## config.mk

```make
export PLATFORM = sky130hd
export DESIGN_NAME = qc_host
export DESIGN_NICKNAME = d
export VERILOG_FILES = /design/src/inc/qc_host_pkg.sv /design/src/hw/qc_count_pins.sv /design/src/hw/qc_host.sv
export SDC_FILE = /design/constraint.sdc
export NUM_CORES = 1
export LEC_CHECK = 0
export ABC_CLOCK_PERIOD_IN_PS = 5980
export BUFFER_PORTS_ARGS = -buffer_cell sky130_fd_sc_hd__buf_4
export CAP_MARGIN = 10
export CORE_AREA = 5 5 93 95
export DETAILED_ROUTE_END_ITERATION = 6
export DIE_AREA = 0 0 98 100
export GPL_TIMING_DRIVEN = 1
export PLACE_DENSITY = 0.83
export REMOVE_ABC_BUFFERS = 1
export SYNTH_ARGS = -nofsm -noshare
export SYNTH_HDL_FRONTEND = slang
export SYNTH_SLANG_ARGS = --single-unit
```

## constraint.sdc

```tcl
create_clock -name CLK -period 5.98 [get_ports CLK]
set_input_delay 1.794 -clock CLK [delete_from_list [all_inputs] [get_ports CLK]]
set_output_delay 1.794 -clock CLK [all_outputs]
set_load 0.005 [all_outputs]
```

## src/inc/qc_host_pkg.sv

```systemverilog
// constants shared by the host-side bus and count-pin controller
// ==========================================
// Overview of operation
// - act only with select low; C/D picks bank
// - reload value written as bytes 0,1,2
// - snapshot read back as bytes 0,1,2
// - direction input changes only while A high
package qc_host_pkg;

   // ==========================================
   // clock, bus and count-pin timing
   localparam int unsigned CLK_NS      = 20;
   localparam int unsigned T_CD_SU_NS  = 30;   // select/data setup before strobe
   localparam int unsigned T_WR_NS     = 60;   // write strobe width
   localparam int unsigned T_RD_NS     = 110;  // read strobe to data valid
   localparam int unsigned T_HOLD_NS   = 30;   // select/data hold after strobe
   localparam int unsigned T_GAP_NS    = 60;   // spacing between two accesses
   localparam int unsigned T_CNT_LO_NS = 18;   // count input low time
   localparam int unsigned T_CNT_HI_NS = 22;   // count input high time
   localparam int unsigned T_REV_NS    = 100;  // up/down reversal delay

   function automatic int unsigned min_cyc(input int unsigned ns);
      int unsigned c;
      c = (ns + CLK_NS - 1) / CLK_NS;
      return (c < 1) ? 1 : c;
   endfunction

   localparam logic [3:0] SU_CYC   = 4'(min_cyc(T_CD_SU_NS));
   localparam logic [3:0] WR_CYC   = 4'(min_cyc(T_WR_NS));
   localparam logic [3:0] RD_CYC   = 4'(min_cyc(T_RD_NS) + 1);  // one spare for sampling
   localparam logic [3:0] HOLD_CYC = 4'(min_cyc(T_HOLD_NS));
   localparam logic [3:0] GAP_CYC  = 4'(min_cyc(T_GAP_NS));
   localparam logic [3:0] LO_CYC   = 4'(min_cyc(T_CNT_LO_NS));
   localparam logic [3:0] HI_CYC   = 4'(min_cyc(T_CNT_HI_NS));
   localparam logic [3:0] REV_CYC  = 4'(min_cyc(T_REV_NS));

   // ==========================================
   // user command codes
   localparam logic [1:0] OP_CTRL_WR   = 2'h0;  // one control byte
   localparam logic [1:0] OP_RELOAD_WR = 2'h1;  // three data writes
   localparam logic [1:0] OP_SNAP_RD   = 2'h2;  // three data reads
   localparam logic [1:0] OP_STATUS_RD = 2'h3;  // one control read

   // ==========================================
   // device control byte layout
   localparam int unsigned SEL_POS          = 6;
   localparam logic [1:0]  SEL_MASTER       = 2'h0;
   localparam logic [1:0]  SEL_INPUT_SETUP  = 2'h1;
   localparam logic [1:0]  SEL_OUTPUT_SETUP = 2'h2;
   localparam logic [1:0]  SEL_PHASE_DECODE = 2'h3;
   localparam logic [7:0]  MC_RST_PTR       = 8'h01;
   localparam logic [7:0]  MC_SNAPSHOT      = 8'h02;
   localparam logic [7:0]  MC_CLEAR_CNT     = 8'h04;
   localparam logic [7:0]  MC_LOAD_CNT      = 8'h08;
   localparam logic [7:0]  MC_CLR_MATCH     = 8'h10;
   localparam logic [7:0]  MC_MASTER_RST    = 8'h20;
   localparam logic [7:0]  STATUS_MASK      = 8'h1f;
   localparam logic [23:0] RELOAD_RST       = 24'hffffff;

endpackage

```

## src/hw/qc_count_pins.sv

```systemverilog
// count-pin driver: A as count clock, B as direction
`timescale 1ns/1ps
module qc_count_pins
   import qc_host_pkg::*;
(
   // clock and reset
   input  wire logic clk,
   input  wire logic rst_b,
   // step requests
   input  wire logic step_req,
   input  wire logic step_down,
   output logic      step_ready,
   // count pins
   output logic      pin_a,
   output logic      pin_b
);

   typedef enum logic [1:0] {P_IDLE, P_TURN, P_LOW, P_HIGH} pin_state_t;

   pin_state_t state_q, state_d;
   logic [3:0] cnt_q, cnt_d;
   logic       a_q, a_d, b_q, b_d, rdy_q, rdy_d, dn_q, dn_d;

   always_comb begin
      state_d = state_q;
      cnt_d   = cnt_q;
      a_d     = a_q;
      b_d     = b_q;
      rdy_d   = rdy_q;
      dn_d    = dn_q;
      case (state_q)
         P_IDLE: begin
            if (step_req && rdy_q) begin
               rdy_d = 1'b0;
               dn_d  = step_down;
               if (step_down != b_q) begin
                  // a rests high, so direction may turn here
                  b_d     = step_down;
                  cnt_d   = REV_CYC;
                  state_d = P_TURN;
               end else begin
                  a_d     = 1'b0;
                  cnt_d   = LO_CYC;
                  state_d = P_LOW;
               end
            end
         end
         P_TURN: begin
            if (cnt_q <= 4'h1) begin
               a_d     = 1'b0;
               cnt_d   = LO_CYC;
               state_d = P_LOW;
            end else begin
               cnt_d = cnt_q - 4'h1;
            end
         end
         P_LOW: begin
            if (cnt_q <= 4'h1) begin
               a_d     = 1'b1;
               cnt_d   = HI_CYC;
               state_d = P_HIGH;
            end else begin
               cnt_d = cnt_q - 4'h1;
            end
         end
         P_HIGH: begin
            if (cnt_q <= 4'h1) begin
               rdy_d   = 1'b1;
               state_d = P_IDLE;
            end else begin
               cnt_d = cnt_q - 4'h1;
            end
         end
         default: state_d = P_IDLE;
      endcase
   end

   always_ff @(posedge clk) begin
      if (!rst_b) begin
         state_q <= P_IDLE;
         cnt_q   <= 4'h0;
         a_q     <= 1'b1;
         b_q     <= 1'b0;
         rdy_q   <= 1'b1;
         dn_q    <= 1'b0;
      end else begin
         state_q <= state_d;
         cnt_q   <= cnt_d;
         a_q     <= a_d;
         b_q     <= b_d;
         rdy_q   <= rdy_d;
         dn_q    <= dn_d;
      end
   end

   assign step_ready = rdy_q;
   assign pin_a      = a_q;
   assign pin_b      = b_q;

endmodule

```

## src/hw/qc_host.sv

```systemverilog
// host controller for the 24-bit counter's byte bus and count pins
`timescale 1ns/1ps
module qc_host
   import qc_host_pkg::*;
#(
   parameter int unsigned BYTE_W = 8
)
(
   // clock and reset
   input  wire logic        CLK,
   input  wire logic        RST_B,
   // user command port
   input  wire logic        CMD_VALID,
   input  wire logic [1:0]  CMD_OP,
   input  wire logic [23:0] CMD_DATA,
   output logic             CMD_READY,
   output logic             RSP_VALID,
   output logic [23:0]      RSP_DATA,
   // user step port
   input  wire logic        STEP_REQ,
   input  wire logic        STEP_DOWN,
   output logic             STEP_READY,
   // device bus
   output logic             CS_N,
   output logic             CD,
   output logic             RD_N,
   output logic             WR_N,
   input  wire logic [7:0]  DB_IN,
   output logic [7:0]       DB_OUT,
   output logic             DB_OE,
   // device count pins
   output logic             CNT_A,
   output logic             CNT_B
);

   generate
      if (BYTE_W != 8) begin : g_bad_width
         $error("qc_host serves an 8-bit device bus only");
      end
   endgenerate

   typedef enum logic [2:0] {S_IDLE, S_SETUP, S_STROBE, S_HOLD, S_GAP} bus_state_t;

   // reload and snapshot take three bytes, control and status one
   function automatic logic [1:0] last_byte(input logic [1:0] op);
      return (op == OP_RELOAD_WR || op == OP_SNAP_RD) ? 2'h2 : 2'h0;
   endfunction

   function automatic logic is_read(input logic [1:0] op);
      return op == OP_SNAP_RD || op == OP_STATUS_RD;
   endfunction

   // ==========================================
   // bus sequencer
   bus_state_t  state_q, state_d;
   logic [3:0]  cnt_q, cnt_d;
   logic [1:0]  byte_q, byte_d, op_q, op_d;
   logic [23:0] wdata_q, wdata_d, rdata_q, rdata_d, rsp_q, rsp_d;
   logic        cs_n_q, cs_n_d, cd_q, cd_d, rd_n_q, rd_n_d, wr_n_q, wr_n_d;
   logic [7:0]  dout_q, dout_d;
   logic        oe_q, oe_d, ready_q, ready_d, rsp_v_q, rsp_v_d;

   always_comb begin
      state_d = state_q;
      cnt_d   = cnt_q;
      byte_d  = byte_q;
      op_d    = op_q;
      wdata_d = wdata_q;
      rdata_d = rdata_q;
      rsp_d   = rsp_q;
      cs_n_d  = cs_n_q;
      cd_d    = cd_q;
      rd_n_d  = rd_n_q;
      wr_n_d  = wr_n_q;
      dout_d  = dout_q;
      oe_d    = oe_q;
      ready_d = ready_q;
      rsp_v_d = 1'b0;
      case (state_q)
         S_IDLE: begin
            if (CMD_VALID && ready_q) begin
               ready_d = 1'b0;
               op_d    = CMD_OP;
               wdata_d = CMD_DATA;
               rdata_d = 24'h000000;
               byte_d  = 2'h0;
               state_d = S_SETUP;
               cnt_d   = SU_CYC;
               cs_n_d  = 1'b0;
               // control bank for control writes and status reads
               cd_d    = (CMD_OP == OP_CTRL_WR || CMD_OP == OP_STATUS_RD);
               dout_d  = CMD_DATA[7:0];
               oe_d    = !is_read(CMD_OP);
            end
         end
         S_SETUP: begin
            if (cnt_q <= 4'h1) begin
               state_d = S_STROBE;
               if (is_read(op_q)) begin
                  rd_n_d = 1'b0;
                  cnt_d  = RD_CYC;
               end else begin
                  wr_n_d = 1'b0;
                  cnt_d  = WR_CYC;
               end
            end else begin
               cnt_d = cnt_q - 4'h1;
            end
         end
         S_STROBE: begin
            if (cnt_q <= 4'h1) begin
               if (is_read(op_q)) begin
                  // bytes arrive low first as the device pointer advances
                  rdata_d[8*byte_q +: 8] = (op_q == OP_STATUS_RD) ?
                                           (DB_IN & STATUS_MASK) : DB_IN;
               end
               rd_n_d  = 1'b1;
               wr_n_d  = 1'b1;
               cnt_d   = HOLD_CYC;
               state_d = S_HOLD;
            end else begin
               cnt_d = cnt_q - 4'h1;
            end
         end
         S_HOLD: begin
            if (cnt_q <= 4'h1) begin
               cs_n_d  = 1'b1;
               oe_d    = 1'b0;
               cnt_d   = GAP_CYC;
               state_d = S_GAP;
            end else begin
               cnt_d = cnt_q - 4'h1;
            end
         end
         S_GAP: begin
            if (cnt_q <= 4'h1) begin
               if (byte_q == last_byte(op_q)) begin
                  state_d = S_IDLE;
                  ready_d = 1'b1;
                  rsp_v_d = is_read(op_q);
                  rsp_d   = rdata_q;
               end else begin
                  // next byte of reload or snapshot, bytes 0 then 1 then 2
                  byte_d  = byte_q + 2'h1;
                  dout_d  = wdata_q[8*(byte_q + 2'h1) +: 8];
                  oe_d    = !is_read(op_q);
                  cs_n_d  = 1'b0;
                  cnt_d   = SU_CYC;
                  state_d = S_SETUP;
               end
            end else begin
               cnt_d = cnt_q - 4'h1;
            end
         end
         default: state_d = S_IDLE;
      endcase
   end

   always_ff @(posedge CLK) begin
      if (!RST_B) begin
         state_q <= S_IDLE;
         cnt_q   <= 4'h0;
         byte_q  <= 2'h0;
         op_q    <= OP_CTRL_WR;
         wdata_q <= 24'h000000;
         rdata_q <= 24'h000000;
         rsp_q   <= 24'h000000;
         cs_n_q  <= 1'b1;
         cd_q    <= 1'b0;
         rd_n_q  <= 1'b1;
         wr_n_q  <= 1'b1;
         dout_q  <= 8'h00;
         oe_q    <= 1'b0;
         ready_q <= 1'b1;
         rsp_v_q <= 1'b0;
      end else begin
         state_q <= state_d;
         cnt_q   <= cnt_d;
         byte_q  <= byte_d;
         op_q    <= op_d;
         wdata_q <= wdata_d;
         rdata_q <= rdata_d;
         rsp_q   <= rsp_d;
         cs_n_q  <= cs_n_d;
         cd_q    <= cd_d;
         rd_n_q  <= rd_n_d;
         wr_n_q  <= wr_n_d;
         dout_q  <= dout_d;
         oe_q    <= oe_d;
         ready_q <= ready_d;
         rsp_v_q <= rsp_v_d;
      end
   end

   assign CMD_READY = ready_q;
   assign RSP_VALID = rsp_v_q;
   assign RSP_DATA  = rsp_q;
   assign CS_N      = cs_n_q;
   assign CD        = cd_q;
   assign RD_N      = rd_n_q;
   assign WR_N      = wr_n_q;
   assign DB_OUT    = dout_q;
   assign DB_OE     = oe_q;

   // ==========================================
   // count pins, direction changed only with A high
   qc_count_pins u_pins (
      .clk        (CLK),
      .rst_b      (RST_B),
      .step_req   (STEP_REQ),
      .step_down  (STEP_DOWN),
      .step_ready (STEP_READY),
      .pin_a      (CNT_A),
      .pin_b      (CNT_B)
   );

endmodule

```

==> impl_metrics.json <==
{
  "rows": 32,
  "r2r-start": "state_q[2]",
  "synth_edf_count": 0,
  "nets": 660,
  "clock_skew_ns": 0.0114,
  "syn_area_um2": 4490,
  "p_switching_w": 0.000796,
  "root_buffer": "clkbuf_8",
  "clkTransAtPathRegs_ns": 0.10,
  "grtUsageTotal_pct": 21.8,
  "dr.pass1.iters": 7,
  "grt_setup_unrepaired": "no",
  "rr_endpoint": "cnt_q[1]",
  "clock-sinks": 99,
  "yosys_most_used_dff": "dfxtp_1",
  "leakage_nw": 2.01,
  "async_reset_ff_share_pct": 0,
  "synth_most_common_cell": "nand2_1",
  "yosys_warnings": 0,
  "crit_fanout": 24,
  "synth.distinct_cells": 50,
  "start_kind": "input pin",
  "io_pins": 81,
  "fp.coreArea_um2": 7650,
  "p_comb_share_pct": 37.8,
  "antenna_found_initial": 0,
  "postCtsHoldBufs": 0,
  "synth_top_area_share_pct": 44.2,
  "first_iter_violations": 198,
  "cts_buffers": 9,
  "detailed_place_hpwl_um": 7400,
  "pwr-share-seq_pct": 41.7,
  "grt_overflow": 0,
  "setup.worst_path.end_class": "flip-flop",
  "whs_path_depth": 2,
  "hp-class": "flip-flop to flip-flop",
  "worst_skew_pair.late_latency_ns": 0.37,
  "cap_violations": 0,
  "avgViaCountPerCell": 5.76,
  "hold_end": "RSP_DATA[12]",
  "postSynthAreaPerCell_um2": 8.23,
  "hp-start": "RSP_DATA[12]",
  "start_util_pct": 58.7,
  "ctsHtreeMaxLevel": 3,
  "period_share_pct": 61.0,
  "num_antenna_cells": 0,
  "synth_top_cell_by_area": "dfxtp_1",
  "design_area_um2": 5280,
  "status": "complete, no violations",
  "synth.cells.most_frequent": "100 x nand2_1, 99 x dfxtp_1, 71 x a21oi_1, 36 x nor2_1, 22 x clkbuf_1",
  "synth_area_leaders": "dfxtp_1 44%, nand2_1 8.4%, a21oi_1 7.9%",
  "final.fill_count": 640,
  "reg2reg_depth": 5,
  "whs_ns": 0.457,
  "grt_pass1_wl_um": 18000,
  "setup_violations": 0,
  "required_ns": 6.21,
  "postRouteAntennaNets": 0,
  "ys_ff_latch": 99,
  "routed_wl_um": 10700,
  "drive_gt1_share_pct": 17.2,
  "tns_ns": 0,
  "p_sw_share_pct": 39.3,
  "slowest_delay_ns": 0.91,
  "path_cells": "buf_4, nand2_1, or3_1, a21oi_1, mux2i_1, nor2_1",
  "slowest_stage": "a21oi_1",
  "critPathKind": "input pin to flip-flop",
  "dieHeight_um": 100,
  "tightest_slew_ns": 1.06,
  "crit_path_start": "CMD_VALID",
  "gp_congestion": 0.873,
  "p_per_area_nw_per_um2": 383,
  "final-max-slew-violation-count": 0,
  "grt_max_degree": 45,
  "cp_data_arrival_time_ns": 3.88,
  "yosysSeqAreaShare_pct": 44.2,
  "io_buffers": 80,
  "vias": 4096,
  "wl_per_cell_um": 15.0,
  "rrSetupSlack_ns": 2.92,
  "p_clk_share_pct": 20.5,
  "p_int_w": 0.00123,
  "hold_viol_final": 0,
  "die_x_um": 98,
  "drcViolationCount": 0,
  "power.ir.vdd_worst_mv": 0.219,
  "postCtsResizedCells": 0,
  "max_slew_margin_pct": 28.9,
  "dieArea_um2": 9800,
  "syn_inst": 545,
  "grt_pass1_vias": 3915,
  "clockBufferDepth": 2,
  "post-route-min-period_ns": 3.65,
  "placed_cell_area_um2": 5090,
  "syn_to_final_growth_pct": 17.6,
  "cts_tree": "yes",
  "max_freq_ghz": 0.274,
  "cts_setup_buffers": 0
}
==> stage by stage <==
| stage | worst slack, ns | util (%) | instances | total power, W |
|---|---|---|---|---|
| after global routing | 2.03 | 69.0 | 711 | 0.00215 |
| after floorplan | 2.42 | - | 511 | 0.00137 |
| after global placement | 2.10 | 66.6 | 695 | 0.00157 |
| final | 2.33 | 69.0 | 711 | 0.00202 |
| after detailed placement | 1.96 | 66.6 | 695 | 0.00160 |
| after CTS | 2.35 | 69.0 | 711 | 0.00201 |
==> placed cells by master (no fill, tap or decap), types with 3 or more instances in the layout <==
master and instances:
a211o_1 4, a211oi_1 12, a21boi_0 5, a21boi_1 3
a21o_1 3, a21oi_1 71, a22oi_1 5, a31oi_1 7
a32oi_1 3, buf_4 82, clkbuf_8 9, clkinv_4 3
dfxtp_1 99, ha_1 17, inv_1 16, mux2i_1 14
nand2_1 100, nand2b_1 15, nand3_1 15, nand3b_1 3
nand4_1 7, nor2_1 36, nor2b_1 3, nor3_1 15
nor3b_1 5, o21ai_0 10, o31ai_1 6, or2_2 3
or3_1 3, or3b_1 3
==> cell families (layout without fill, tap and decap cells) <==
kind of cell,count (synthesis),after routing,synth area share [%]
multiplexers,14,14,3.12
AND/OR/NAND/NOR,214,214,21.9
buffers and inverters,51,115,4.63
flip-flops,99,99,44.2
adder cells (fa/ha/maj),17,17,4.74
AO/OA/AOI/OAI,146,146,20.7
XOR/XNOR,4,4,0.781
==> state kept, by name, summed over array words and instances (netlist names), 2 cells and up <==
| register | count |
|---|---|
| RSP_DATA | 24 |
| rdata_q | 24 |
| wdata_q | 16 |
| DB_OUT | 8 |
| cnt_q | 4 |
| u_pins.cnt_q | 4 |
| state_q | 3 |
| byte_q | 2 |
| op_q | 2 |
| u_pins.state_q | 2 |
==> cell type report <==
type / count / area (um2) / area share, %
clock inverter: 6 / 57.6 / 1.09
clock buffer: 10 / 128 / 2.42
timing repair buffer: 82 / 616 / 11.7
sequential: 99 / 1980 / 37.6
multi-input combinational: 395 / 2300 / 43.6
tap: 102 / 128 / 2.42
inverter: 17 / 63.8 / 1.21
==> critical path: cells and delay by family <==
kind / cells / cell delay, ns
AO/OA/AOI/OAI: 1 / 0.91
multiplexers: 1 / 0.27
buffers and inverters: 1 / 0.09
AND/OR/NAND/NOR: 3 / 0.81
==> power groups by stage <==
stage / Combinational [W] / Clock [W] / Sequential [W]
after floorplan: 0.000533 / 0 / 0.000839
after global placement: 0.000726 / 0 / 0.000848
after detailed placement: 0.000749 / 0 / 0.000855
after CTS: 0.000757 / 0.000415 / 0.000841
after global routing: 0.000850 / 0.000443 / 0.000859
final: 0.000765 / 0.000414 / 0.000844
==> worst max-delay path by stage <==
stage	cells after the start	slack [ns]	endpoint
after detailed placement	6	1.96	rdata_q[14]
after global routing	6	2.03	rdata_q[14]
after floorplan	5	2.42	rdata_q[13]
after CTS	6	2.35	rdata_q[14]
final	6	2.33	rdata_q[15]
after global placement	6	2.10	rdata_q[13]
==> per-layer routing <==
layer	up-vias	track usage, %	part of all wire (%)
met5	-	0	0
met4	0	8.20	1.5
met3	17	4.73	6.3
met2	155	36.7	49
met1	1910	27.5	43
li1	2014	-	-
Note: power is estimated with default switching activity, not from simulation.
